==> config.mk <==
export PLATFORM = sky130hd
export DESIGN_NAME = pbcs_top
export DESIGN_NICKNAME = d
export VERILOG_FILES = /design/src/include/pbcs_pkg.sv /design/src/logic/pbcs_sync.sv /design/src/logic/pbcs_tick.sv /design/src/logic/pbcs_top.sv
export VERILOG_INCLUDE_DIRS = /design/src /design/src/include
export SDC_FILE = /design/constraint.sdc
export NUM_CORES = 1
export LEC_CHECK = 0
export ABC_AREA = 1
export BUFFER_PORTS_ARGS = -buffer_cell sky130_fd_sc_hd__buf_2
export CAP_MARGIN = 20
export CORE_ASPECT_RATIO = 0.7
export CORE_UTILIZATION = 60
export CTS_BUF_LIST = sky130_fd_sc_hd__clkbuf_8
export CTS_CLUSTER_SIZE = 40
export DETAILED_ROUTE_END_ITERATION = 10
export PLACE_DENSITY = 0.83
export SYNTH_ARGS = -nofsm -noshare
export SYNTH_HDL_FRONTEND = slang
export SYNTH_SLANG_ARGS = --single-unit
==> constraint.sdc <==
create_clock -name clk -period 3.4 [get_ports clk]
set_clock_uncertainty 0.15 [all_clocks]
set_input_delay 0.51 -clock clk [delete_from_list [all_inputs] [get_ports clk]]
set_output_delay 0.51 -clock clk [all_outputs]
set_load 0.02 [all_outputs]
==> src/include/pbcs_cfg.svh <==
// Purpose: constants of the polling and bit check sequencer
// Assumes: included by bare name from design files
// Notes: offsets are APB byte addresses, one 32-bit word each
// Summary of operation
// [RULE1] poll loops dormant, settling, checking, in order
// [RULE2] dormant keeps signal processing off whole period
// [RULE3] settling enables processing, waits before checking
// [RULE4] failed check returns to dormant phase
// [RULE5] dormant period is count times factor times 1024
// [RULE6] factor eight when either stretch bit set
// [RULE7] persistent stretch bit always stretches dormant period
// [RULE8] temporary stretch bit self-clears on failed check
// [RULE9] highest dormant count means permanent dormancy
// [RULE10] bit setting gives 0, 6, 12, 18 checks
// [RULE11] interval inside window continues, otherwise abort
// [RULE12] window limits: lower count, upper count minus one; code also passes an interval of exactly the upper count
// [RULE13] software keeps lower >= 10, upper <= 63
// [RULE14] window counts reset to 14 and 24
// [RULE15] demodulator ignored settling; counter per extended tick
// [RULE16] fail below lower at edge, or reaching upper
// [RULE17] all checks passed enters receiving, forwards data
// [RULE18] extended tick is 8, 4, 2, 1 base ticks
// [RULE19] receiving holds until software returns to polling
// [RULE20] counter restarts each edge; first edge unchecked
// [RULE21] zero bit count enters receiving after settling
`ifndef PBCS_CFG_SVH
`define PBCS_CFG_SVH
// register byte offsets
`define PBCS_OFF_OPC       12'h000
`define PBCS_OFF_LIM       12'h004
`define PBCS_OFF_STAT      12'h008
`define PBCS_OFF_CTRL      12'h00C
// operating configuration field positions
`define PBCS_OPC_BAUD_POS  0
`define PBCS_OPC_NBIT_POS  2
`define PBCS_OPC_SLEEP_POS 4
`define PBCS_OPC_XSTD_POS  9
`define PBCS_OPC_XTMP_POS  10
// window limit field positions
`define PBCS_LIM_MIN_POS   0
`define PBCS_LIM_MAX_POS   8
// status field positions
`define PBCS_ST_PHASE_POS  0
`define PBCS_ST_XTMP_POS   2
`define PBCS_ST_CHK_POS    4
// control bit position
`define PBCS_CTRL_RET_POS  0
// reset values
`define PBCS_RST_BAUD      2'h0
`define PBCS_RST_NBIT      2'h2
`define PBCS_RST_SLEEP     5'h0B
`define PBCS_RST_LIM_MIN   6'h0E
`define PBCS_RST_LIM_MAX   6'h18
// dormant count value meaning permanent dormancy
`define PBCS_SLEEP_PERM    5'h1F
// timing: base tick period and system clock period in ns
`define PBCS_TCLK_NS       2040
`define PBCS_CLK_NS        8
`define PBCS_BASE_DIV      ((`PBCS_TCLK_NS) / (`PBCS_CLK_NS))
// settling length in extended ticks
`define PBCS_SETTLE_XT     16
`endif

==> src/include/pbcs_pkg.sv <==
// Purpose: types of the polling and bit check sequencer
// Assumes: nothing
// Notes: APB carried as request and response structs
package pbcs_pkg;
    typedef enum logic [1:0] {
        PH_DORM   = 2'b00,
        PH_SETTLE = 2'b01,
        PH_CHECK  = 2'b10,
        PH_RX     = 2'b11
    } pbcs_phase_e;

    typedef struct packed {
        logic       xtemp;
        logic       xstd;
        logic [4:0] sleep;
        logic [1:0] nbit;
        logic [1:0] baud;
    } pbcs_opcfg_s;

    typedef struct packed {
        logic [5:0] lim_max;
        logic [5:0] lim_min;
    } pbcs_lim_s;

    typedef struct packed {
        logic [11:0] paddr;
        logic        pwrite;
        logic [31:0] pwdata;
        logic        psel;
        logic        penable;
    } pbcs_apb_req_s;

    typedef struct packed {
        logic [31:0] prdata;
        logic        pready;
        logic        pslverr;
    } pbcs_apb_rsp_s;

    typedef struct packed {
        pbcs_phase_e phase;
        pbcs_opcfg_s opc;
        pbcs_lim_s   lim;
        logic [17:0] slp_cnt;
        logic [7:0]  set_cnt;
        logic [5:0]  iv_cnt;
        logic [4:0]  chk_cnt;
        logic        armed;
        logic        prev;
        logic        data;
        logic [31:0] rdata;
    } pbcs_top_s;
endpackage : pbcs_pkg

==> src/logic/pbcs_sync.sv <==
// Purpose: two-stage synchroniser, also used as reset release
// Assumes: rst_n asynchronous, active low
// Notes: first stage feeds only the second stage
`timescale 1ns/100ps
module pbcs_sync #(
    parameter logic RESET_VAL = 1'b0
) (
    input  wire logic clk,
    input  wire logic ce,
    input  wire logic rst_n,
    input  wire logic d,
    output logic      q
);
    typedef struct packed {
        logic ff2;
        logic ff1;
    } pbcs_sync_s;

    pbcs_sync_s s_r;
    pbcs_sync_s s_nxt;

    // shift the sampled level through two stages
    always_comb begin
        s_nxt = s_r;
        if (ce) begin
            s_nxt.ff1 = d;
            s_nxt.ff2 = s_r.ff1;
        end
    end

    always_ff @(posedge clk or negedge rst_n) begin
        if (!rst_n) begin
            s_r <= {RESET_VAL, RESET_VAL};
        end else begin
            s_r <= s_nxt;
        end
    end

    assign q = s_r.ff2;
endmodule : pbcs_sync

==> src/logic/pbcs_tick.sv <==
// Purpose: base tick prescaler and extended tick divider
// Assumes: band from the operating configuration
// Notes: both ticks are one-cycle pulses
`timescale 1ns/100ps
`include "pbcs_cfg.svh"
module pbcs_tick #(
    parameter int BASE_DIV = `PBCS_BASE_DIV
) (
    input  wire logic       clk,
    input  wire logic       ce,
    input  wire logic       rst_n,
    input  wire logic [1:0] band,
    output logic            base_tick,
    output logic            ext_tick
);
    typedef struct packed {
        logic [11:0] pre;
        logic [2:0]  ext;
    } pbcs_tick_s;

    pbcs_tick_s s_r;
    pbcs_tick_s s_nxt;
    logic [2:0] ext_last;

    // extended tick spans 8, 4, 2 or 1 base ticks
    assign ext_last  = 3'(4'h8 >> band) - 3'h1; // [RULE18]
    assign base_tick = ce && (s_r.pre == 12'(BASE_DIV - 1));
    assign ext_tick  = base_tick && (s_r.ext >= ext_last);

    // prescaler and extended divider counters
    always_comb begin
        s_nxt = s_r;
        if (ce) begin
            s_nxt.pre = base_tick ? 12'h000 : s_r.pre + 12'h001;
            if (ext_tick) begin
                s_nxt.ext = 3'h0;
            end else if (base_tick) begin
                s_nxt.ext = s_r.ext + 3'h1;
            end
        end
    end

    always_ff @(posedge clk or negedge rst_n) begin
        if (!rst_n) begin
            s_r <= '0;
        end else begin
            s_r <= s_nxt;
        end
    end
endmodule : pbcs_tick

==> src/logic/pbcs_top.sv <==
// Purpose: polling and bit check sequencer with APB registers
// Assumes: demod_in asynchronous; APB on clk
// Notes: zero-wait APB slave, unmapped address answers pslverr
`timescale 1ns/100ps
`include "pbcs_cfg.svh"
module pbcs_top #(
    parameter int BASE_DIV  = `PBCS_BASE_DIV,
    parameter int SETTLE_XT = `PBCS_SETTLE_XT
) (
    input  wire logic                   clk,
    input  wire logic                   reset_n,
    input  wire logic                   clk_en,
    input  wire pbcs_pkg::pbcs_apb_req_s apb_req,
    output pbcs_pkg::pbcs_apb_rsp_s      apb_rsp,
    input  wire logic                   demod_in,
    output logic                        data_out,
    output logic                        rx_active,
    output logic                        sig_proc_en
);
    pbcs_pkg::pbcs_top_s s_r;
    pbcs_pkg::pbcs_top_s s_nxt;

    logic        rst_n;
    logic        dm;
    logic        base_tick;
    logic        ext_tick;
    logic [17:0] slp_target;
    logic [4:0]  n_checks;
    logic        edge_seen;
    logic        low_fail;
    logic        high_fail;
    logic        wr_acc;
    logic        rd_setup;
    logic        mapped;
    logic        opc_wr;
    logic        lim_wr;
    logic        ret_wr;

    // dormant length in base ticks: count x factor x 1024
    function automatic logic [17:0] sleep_len(
        input logic [4:0] cnt,
        input logic       stretch
    );
        if (stretch) begin
            sleep_len = {cnt, 13'h0000}; // [RULE6]
        end else begin
            sleep_len = {3'h0, cnt, 10'h000};
        end
    endfunction : sleep_len

    // number of interval checks: bits x 6
    function automatic logic [4:0] check_count(input logic [1:0] nb);
        check_count = {1'b0, nb, 2'h0} + {2'h0, nb, 1'b0};
    endfunction : check_count

    // release reset through two flops
    pbcs_sync #(
        .RESET_VAL (1'b0)
    ) u_rst_sync (
        .clk   (clk),
        .ce    (1'b1),
        .rst_n (reset_n),
        .d     (1'b1),
        .q     (rst_n)
    );

    // demodulator level into the clock domain
    pbcs_sync #(
        .RESET_VAL (1'b0)
    ) u_dem_sync (
        .clk   (clk),
        .ce    (clk_en),
        .rst_n (rst_n),
        .d     (demod_in),
        .q     (dm)
    );

    // base and extended ticks
    pbcs_tick #(
        .BASE_DIV (BASE_DIV)
    ) u_tick (
        .clk       (clk),
        .ce        (clk_en),
        .rst_n     (rst_n),
        .band      (s_r.opc.baud),
        .base_tick (base_tick),
        .ext_tick  (ext_tick)
    );

    // apb decode
    assign mapped   = (apb_req.paddr == `PBCS_OFF_OPC)
                   || (apb_req.paddr == `PBCS_OFF_LIM)
                   || (apb_req.paddr == `PBCS_OFF_STAT)
                   || (apb_req.paddr == `PBCS_OFF_CTRL);
    assign wr_acc   = clk_en && apb_req.psel && apb_req.penable
                   && apb_req.pwrite && mapped;
    assign rd_setup = clk_en && apb_req.psel && !apb_req.penable;
    assign opc_wr   = wr_acc && (apb_req.paddr == `PBCS_OFF_OPC);
    assign lim_wr   = wr_acc && (apb_req.paddr == `PBCS_OFF_LIM);
    assign ret_wr   = wr_acc && (apb_req.paddr == `PBCS_OFF_CTRL)
                   && apb_req.pwdata[`PBCS_CTRL_RET_POS];

    // apb answer: always ready, error on unmapped access
    assign apb_rsp = '{prdata:  s_r.rdata,
                       pready:  1'b1,
                       pslverr: apb_req.psel && apb_req.penable && !mapped};

    // derived check quantities
    assign slp_target = sleep_len(s_r.opc.sleep,
                                  s_r.opc.xstd || s_r.opc.xtemp); // [RULE5] [RULE7]
    assign n_checks   = check_count(s_r.opc.nbit); // [RULE10]
    assign edge_seen  = ext_tick && (dm != s_r.prev);
    // counter lags the ticks since the edge by one, so compare its successor
    assign low_fail   = edge_seen && s_r.armed
                     && ((s_r.iv_cnt + 6'h01) < s_r.lim.lim_min); // [RULE16] [RULE12]
    assign high_fail  = ext_tick && !edge_seen
                     && ((s_r.iv_cnt + 6'h01) >= s_r.lim.lim_max); // [RULE16] [RULE12]

    // outputs
    assign data_out    = s_r.data;
    assign rx_active   = (s_r.phase == pbcs_pkg::PH_RX);
    assign sig_proc_en = (s_r.phase != pbcs_pkg::PH_DORM); // [RULE2] [RULE3]

    // sequencer and register file
    always_comb begin
        s_nxt = s_r;
        if (clk_en) begin
            case (s_r.phase)
                // dormant: count base ticks up to the period
                pbcs_pkg::PH_DORM: begin
                    if (s_r.opc.sleep == `PBCS_SLEEP_PERM) begin
                        s_nxt.slp_cnt = '0; // [RULE9]
                    end else if (s_r.slp_cnt >= slp_target) begin
                        s_nxt.phase   = pbcs_pkg::PH_SETTLE; // [RULE1] [RULE2]
                        s_nxt.set_cnt = '0;
                    end else if (base_tick) begin
                        s_nxt.slp_cnt = s_r.slp_cnt + 18'h00001;
                    end
                end
                // settling: demodulator output not looked at
                pbcs_pkg::PH_SETTLE: begin
                    if (ext_tick) begin
                        if (s_r.set_cnt == 8'(SETTLE_XT - 1)) begin // [RULE3] [RULE15]
                            s_nxt.iv_cnt  = '0;
                            s_nxt.chk_cnt = '0;
                            s_nxt.armed   = 1'b0;
                            s_nxt.prev    = dm;
                            if (n_checks == 5'h00) begin
                                s_nxt.phase = pbcs_pkg::PH_RX; // [RULE21]
                            end else begin
                                s_nxt.phase = pbcs_pkg::PH_CHECK; // [RULE1]
                            end
                        end else begin
                            s_nxt.set_cnt = s_r.set_cnt + 8'h01;
                        end
                    end
                end
                // checking: time each edge-to-edge interval
                pbcs_pkg::PH_CHECK: begin
                    if (low_fail || high_fail) begin
                        s_nxt.phase   = pbcs_pkg::PH_DORM; // [RULE4] [RULE11]
                        s_nxt.slp_cnt = '0;
                        s_nxt.opc.xtemp = 1'b0; // [RULE8]
                    end else if (edge_seen) begin
                        s_nxt.prev   = dm;
                        s_nxt.iv_cnt = '0; // [RULE20]
                        s_nxt.armed  = 1'b1;
                        if (s_r.armed) begin
                            s_nxt.chk_cnt = s_r.chk_cnt + 5'h01;
                            if (s_r.chk_cnt + 5'h01 == n_checks) begin
                                s_nxt.phase = pbcs_pkg::PH_RX; // [RULE17]
                            end
                        end
                    end else if (ext_tick) begin
                        s_nxt.iv_cnt = s_r.iv_cnt + 6'h01; // [RULE15]
                    end
                end
                // receiving: forward data until told to poll
                pbcs_pkg::PH_RX: begin
                    if (ret_wr) begin
                        s_nxt.phase   = pbcs_pkg::PH_DORM; // [RULE19]
                        s_nxt.slp_cnt = '0;
                    end
                end
                default: begin
                    s_nxt.phase = pbcs_pkg::PH_DORM;
                end
            endcase
            // data pin idles high outside receiving
            s_nxt.data = (s_r.phase == pbcs_pkg::PH_RX) ? dm : 1'b1; // [RULE17]
            // software write wins over the self-clear
            if (opc_wr) begin
                s_nxt.opc.baud  = apb_req.pwdata[`PBCS_OPC_BAUD_POS +: 2];
                s_nxt.opc.nbit  = apb_req.pwdata[`PBCS_OPC_NBIT_POS +: 2];
                s_nxt.opc.sleep = apb_req.pwdata[`PBCS_OPC_SLEEP_POS +: 5];
                s_nxt.opc.xstd  = apb_req.pwdata[`PBCS_OPC_XSTD_POS];
                s_nxt.opc.xtemp = apb_req.pwdata[`PBCS_OPC_XTMP_POS];
            end
            if (lim_wr) begin
                s_nxt.lim.lim_min = apb_req.pwdata[`PBCS_LIM_MIN_POS +: 6];
                s_nxt.lim.lim_max = apb_req.pwdata[`PBCS_LIM_MAX_POS +: 6];
            end
            // read data prepared in the setup cycle
            if (rd_setup) begin
                s_nxt.rdata = 32'h00000000;
                case (apb_req.paddr)
                    `PBCS_OFF_OPC: begin
                        s_nxt.rdata[`PBCS_OPC_BAUD_POS +: 2]  = s_r.opc.baud;
                        s_nxt.rdata[`PBCS_OPC_NBIT_POS +: 2]  = s_r.opc.nbit;
                        s_nxt.rdata[`PBCS_OPC_SLEEP_POS +: 5] = s_r.opc.sleep;
                        s_nxt.rdata[`PBCS_OPC_XSTD_POS]       = s_r.opc.xstd;
                        s_nxt.rdata[`PBCS_OPC_XTMP_POS]       = s_r.opc.xtemp;
                    end
                    `PBCS_OFF_LIM: begin
                        s_nxt.rdata[`PBCS_LIM_MIN_POS +: 6] = s_r.lim.lim_min;
                        s_nxt.rdata[`PBCS_LIM_MAX_POS +: 6] = s_r.lim.lim_max;
                    end
                    `PBCS_OFF_STAT: begin
                        s_nxt.rdata[`PBCS_ST_PHASE_POS +: 2] = s_r.phase;
                        s_nxt.rdata[`PBCS_ST_XTMP_POS]       = s_r.opc.xtemp;
                        s_nxt.rdata[`PBCS_ST_CHK_POS +: 5]   = s_r.chk_cnt;
                    end
                    default: begin
                        s_nxt.rdata = 32'h00000000;
                    end
                endcase
            end
        end
    end

    // state register with documented reset values
    always_ff @(posedge clk or negedge rst_n) begin
        if (!rst_n) begin
            s_r             <= '0;
            s_r.phase       <= pbcs_pkg::PH_DORM;
            s_r.opc.baud    <= `PBCS_RST_BAUD;
            s_r.opc.nbit    <= `PBCS_RST_NBIT;
            s_r.opc.sleep   <= `PBCS_RST_SLEEP;
            s_r.lim.lim_min <= `PBCS_RST_LIM_MIN; // [RULE14]
            s_r.lim.lim_max <= `PBCS_RST_LIM_MAX; // [RULE14]
            s_r.data        <= 1'b1;
        end else begin
            s_r <= s_nxt;
        end
    end
endmodule : pbcs_top

# Word-level counts from Yosys, hierarchy flattened

Index checks and enable logic that the tools add are counted.

Add/sub/neg operators: 8
$mul: 0
Div/mod/pow operators: 0
$lt $le $gt $ge: 4
Eq/ne operators: 27
Shift-type cells: 1
Muxes and demuxes: 44
Bitwise logic cells: 0
Reduce and logical (&&, ||, !) cells: 47

Operators with widths:

| operator                                                         | number |
|---|---|
| 18-bit 2-to-1 mux                                                | 6 |
| 18-bit case mux with 3 select lines                              | 1 |
| 13-bit 2-to-1 mux                                                | 2 |
| 13-bit case mux with 2 select lines                              | 1 |
| 12-bit by 4-bit == test with 1-bit output, second input constant | 2 |
| 8-bit 2-to-1 mux                                                 | 3 |
| 6-bit AND reduction                                              | 4 |
| 21-bit 2-to-1 mux                                                | 1 |
| 18-bit by 1-bit adder with 18-bit output, second input constant  | 1 |
| 18-bit greater-or-equal comparator                               | 1 |
| 1-bit logical AND                                                | 18 |
| 2-bit 2-to-1 mux                                                 | 9 |
| 2-bit inequality test, second input constant                     | 9 |
| 8-bit case mux with 2 select lines                               | 1 |
| 3-bit inequality test, second input constant                     | 5 |
| 12-bit by 1-bit adder with 12-bit output, second input constant  | 1 |
| 12-bit by 3-bit == test with 1-bit output, second input constant | 1 |
| 12-bit by 8-bit == test with 1-bit output, second input constant | 1 |
| 12-bit zero test                                                 | 1 |
| 12-bit 2-to-1 mux                                                | 1 |
| 6-bit 2-to-1 mux                                                 | 2 |
| 2-bit nonzero test                                               | 6 |
| 11-bit 2-to-1 mux                                                | 1 |
| 3-bit 2-to-1 mux                                                 | 3 |
| other kinds (36)                                                 | 50 |

Register bits after elaboration: 98
Bits in latches: 0
RAM bits: 0
ROM bits: 0
Input port bits: 51
Output and inout port bits: 37
Logic and storage cells: 153
Memories kept: 0

# Longest topological paths before layout

Depth after elaboration: 12
Mapped depth: 17
Gate-level depth less buffers: 17

# Hierarchy

From an unflattened synthesis, not the netlist that was laid out.

Cells, all modules: 873
Area, all modules: 6,582.6 um2

By module, submodules not included:

| module    | times used | cells an instance | area each (um2) | seq. area each (um2) |
|---|---|---|---|---|
| pbcs_top  | 1          | 720               | 5,380.2         | 1,989.4 |
| pbcs_tick | 1          | 135               | 1,049.8         | 375.4 |
| pbcs_sync | 2          | 9                 | 76.3            | 50.0 |

# Least setup slack after synthesis

OpenSTA, ideal clock, no wires.

Kind: reg2reg
Start: reg s_r[40] in the netlist's numbering
End: reg s_r[40] in the netlist's numbering
Library setup time: 0.117 ns
Data arrival time: 2.205 ns
Data required time: 3.133 ns
Slack: 0.927 ns
Cell stages (with the launch flop): 17
Buffers on the path: 1
Period minus slack after synthesis: 2.473 ns
Cells stage by stage: dfrtp_1 ha_1 nand3_1 xor2_1 inv_1 ha_1 nand2_1 inv_1 nand2_1 nand2_1 nor2_1 nand4_4 nand3_4 nand2_2 buf_2 nand4_1 nand2_1

Word-level cells in the longest chain between the ends: 6
Elaborated cells on any way between the ends: 12
Classes of those cells: add/sub: 1; order compare: 2; eq/ne: 1; mux: 4; reduce/logical: 4

Ends and longest elaborated chain:

| item                                                                    | RTL line                                          | source |
|---|---|---|
| from (decl)                                                             | pbcs_top.sv:20                                    | `pbcs_pkg::pbcs_top_s s_r;` |
| from (signal assigned)                                                  | pbcs_top.sv:243                                   | `s_r <= s_nxt;` |
| 6-bit by 1-bit adder with 6-bit output *                                | pbcs_top.sv:115, pbcs_top.sv:117, pbcs_top.sv:175 |  |
| 6-bit < comparator or 6-bit greater-or-equal comparator (tied branches) | pbcs_top.sv:115, pbcs_top.sv:117                  |  |
| 1-bit logical AND, on equally long branches                             | pbcs_top.sv:115, pbcs_top.sv:117                  |  |
| 1-bit logical OR                                                        | pbcs_top.sv:160                                   | `if (low_fail \|\| high_fail) begin` |
| 2-bit inequality test (no source line)                                  | --                                                |  |
| 6-bit AND reduction (no source line)                                    | --                                                |  |

Mark *: on every way between the ends. The rest lies on a longest branch, timed or not. The select of a mux whose other input is x is not followed.
A chain may end at the register's enable or synchronous reset.

# Final worst setup path

Start: reg s_r[94] in the netlist's numbering
End: reg s_r[70] in the netlist's numbering

Word-level cells in the longest chain between the ends: 5

Ends and longest elaborated chain:

| item                                   | RTL line        | source |
|---|---|---|
| 1-bit logical OR                       | pbcs_top.sv:110 | `s_r.opc.xstd \|\| s_r.opc.xtemp);` |
| 18-bit 2-to-1 mux                      | pbcs_top.sv:44  | `if (stretch) begin` |
| 18-bit greater-or-equal comparator     | pbcs_top.sv:133 | `end else if (s_r.slp_cnt >= slp_target) begin` |
| 3-bit inequality test (no source line) | --              |  |
| 6-bit AND reduction (no source line)   | --              |  |

Every way passes these cells.

==> results.md <==
* Status: completed
* GRT Util Overall at between 20% and 30%
* Worst IR Drop VDD at about 330 uV
* CTS Buf Count at 9
* Worst setup EP type: register
* Ports at between 80 and 90
* Synth top area share at 34.19%
* Final hold vios at 0
* Maximum fanout along the worst path at 19
* CTS Sinks at ~100
* Most frequent cells after synthesis: 222 x nand2_1, 92 x inv_1, 88 x dfrtp_1
* CP bufs+invs at 1
* Die Width at roughly 130 um
* Routed vias/inst at 5.411
* Num rows at 31
* Synth unique cells at 50
* Reg clk slew, reported paths at ~100 ps
* Drt wl/cell at 13.86 um
* Drt pass-1 iters at 5
* Post-Syn Area at approximately 6400 um2
* Tcrit/Tclk final at just under 90%
* Layout cells sized above 1 at between 10% and 20%
* Post-Synthesis Cells at 849
* Worst r2r dst: s_r[70]$_DFFE_PN0P_
* GP Congestion at ~0.92
* P_leak at 3.474 nW
* DIE AREA at approximately 11000 um2
* Unrepaired setup endpoints after global routing: false
* CP cell instances: nor2_1 -> inv_1 -> nand2_1 -> ha_1 -> a21oi_1 -> o21a_1 -> nand3_1 -> nand3_1 -> nand2_1 -> nor2_8 -> nand2_4 -> nand2_1 -> nand2_1
* Place WS at about 460 ps
* Final total power at ~3 mW
* Setup ws final at 429.2 ps
* Post-synthesis sequential area ratio at 38.27%
* Synth warn at 0
* Max-Cap Viols at 0
* Multi-input logic area at 3309 um2
* Largest net degree at the start of global routing at 54
* # placed instances at 1005
* Number of synthesized flops with an enable pin at 0
* Hold WC Path Type: in2reg
* Final WL at 14170 um
* I/O Buffers at 50
* Slew margin rel. at between 40% and 50%
* Fin crit period at 2971 ps
* Register area at 2469 um2
* WP data required at ~3500 ps
* Worst-Skew Late Latency at roughly 380 ps
* Die H at just under 90 um
* Clock Tree Root: clkbuf_8
* DR DRC count at 0
* Area Growth Syn to Fin at 6.042%
* CTS Buffer Depth at 2
* Antenna diodes at 0
* DR iter-0 viols at 505
* Worst EP arrival at just over 3000 ps
* Max Fclk at 336.6 MHz
* FF-to-FF setup slack at roughly 430 ps
* Hold Crit Start: demod_in
* Non-Filler Instances at between 1000 and 1500
* Hold depth at 3
* Reg2Reg Depth at 13
* Hold endpoint: u_dem_sync.s_r[0]$_DFFE_PN0P_
* Count leader, synth: nand2_1
* Power per standard cell area at about 450 nW/um2
* DP HPWL at 10540 um
* H-tree depth at 3
* Worst-path cell with the longest stage delay: dfrtp_1
* Total grt overflow at 0
* Vias at approximately 5500
* Startpoint Class: register
* Final setup fails at 0
* Vias in the first global route at ~4900
* CTS tree: yes
* Critical path class: reg2reg
* Crit path max-delay family: simple AND/OR/NAND/NOR gates
* Ys flop type: dfrtp_1
* Initial Util at just over 60%
* Fraction of registers with async set/reset at between 90% and 100%
* Mean Syn Cell Area at roughly 7.6 um2
* Core Footprint at between 10000 and 15000 um2
* Post-cts resize count at 0
* CP peak stage delay at 450 ps
* First-pass GRT wire length at about 23000 um
* Critical R2R Launch: s_r[94]$_DFFE_PN0P_
* #FFs+latches synth at 98
* Setup_tns at 0 ps
* Largest area contributor in the netlist: dfrtp_1
* Post-DRT Antenna Nets at 0
* Initial antenna violation count at 0
* Worst-margin pin slew at between 800 and 900 ps
* Filler Cell Count at 905
* CP dominant cell by count: nand2_1
* Final Max Slew Viols at 0
* Nets@finish at around 970
* Synth area leaders: dfrtp_1 34%, nand2_1 13%, ha_1 6.4%
==> worst max-delay path by stage <==
stage	start	end	slack, ps	depth (start not counted)
2_1_floorplan	u_rst_sync.q$_DFF_PN0_	apb_rsp[10]$_DFFE_PN0P_	340	0
3_3_place_gp	s_r[40]$_DFFE_PN0P_	s_r[69]$_DFFE_PN0P_	520	16
3_5_place_dp	s_r[40]$_DFFE_PN0P_	s_r[70]$_DFFE_PN0P_	460	16
4_1_cts	s_r[40]$_DFFE_PN0P_	s_r[70]$_DFFE_PN0P_	440	16
5_1_grt	s_r[94]$_DFFE_PN0P_	s_r[69]$_DFFE_PN0P_	210	13
6_report	s_r[94]$_DFFE_PN0P_	s_r[70]$_DFFE_PN0P_	430	13
==> through the flow <==
step / area [um2] / hold slack, ps / util [%]
3_3_place_gp: 6629 / 146.9 / 63.77
5_1_grt: 6829 / 187.2 / 65.70
2_1_floorplan: 6507 / 64.41 / -
3_5_place_dp: 6629 / 147.0 / 63.77
4_1_cts: 6829 / 176.5 / 65.70
6_report: 6829 / 187.1 / 65.70
==> kinds of logic (layout without fill, tap and decap cells) <==
| group | count (synthesis) | in the layout | synth area share [%] |
|---|---|---|---|
| buf+inv | 153 | 176 | 11.39 |
| other cells | 2 | 20 | 0.1166 |
| compound gates | 89 | 89 | 8.238 |
| xor+xnor | 22 | 22 | 2.992 |
| mux | 1 | 1 | 0.1748 |
| fa+ha+maj | 33 | 33 | 6.412 |
| simple gates | 451 | 451 | 32.41 |
| flops | 98 | 98 | 38.27 |
==> area by class of cell <==
type                            count  area share [%]
Tap cell                          132           2.418
Clock inverter                      7          0.9711
Multi-Input combinational cell    616           48.46
Inverter                          102           5.606
Sequential cell                    98           36.15
Timing Repair Buffer               58           4.580
Clock buffer                        9           1.814
==> registers in the layout, summed over array words and instances, names as in the netlist <==
| name | flops |
|---|---|
| u_dem_sync.q | 1 |
| u_dem_sync.s_r | 1 |
| u_rst_sync.s_r | 1 |
| apb_rsp | 14 |
| s_r | 64 |
| u_rst_sync.q | 1 |
| data_out | 1 |
| u_tick.s_r | 15 |
==> per-layer routing <==
metal,vias to the layer above,share of wire (%),GRT usage [%]
li1,2777,-,-
met1,2520,50,38.60
met2,219,42,41.36
met3,14,7.3,5.381
met4,0,0.71,5.367
met5,-,0,0
==> placed cells by master (no fill, tap or decap), drive strengths merged, types with 6 or more instances in the layout <==
cell type	instances
dfrtp	88
a21oi	20
clkbuf	9
nand4	18
nor3	21
dfstp	10
inv	106
nand3	71
ha	33
nor4	6
nor2	94
o21ai	38
buf	57
xor2	19
conb	20
nand2	229
==> worst min-delay path: cells and delay by family <==
| kind | cells | cell delay [ps] |
|---|---|---|
| AND/OR/NAND/NOR | 2 | 90 |
| buffers and inverters | 1 | 80 |
==> report_power, final <==
part,internal [mW],total (mW),switching [mW]
clock network,0.287,0.741,0.454
registers,1.28,1.44,0.159
logic,0.270,0.901,0.632
==> timing repair <==
action / 4_1_cts / 5_1_grt
setup buffers: 0 / 0
hold buffers: 1 / 0
endpoints found under the hold margin: 2 / 0
Note: power is estimated with default switching activity, not from simulation.
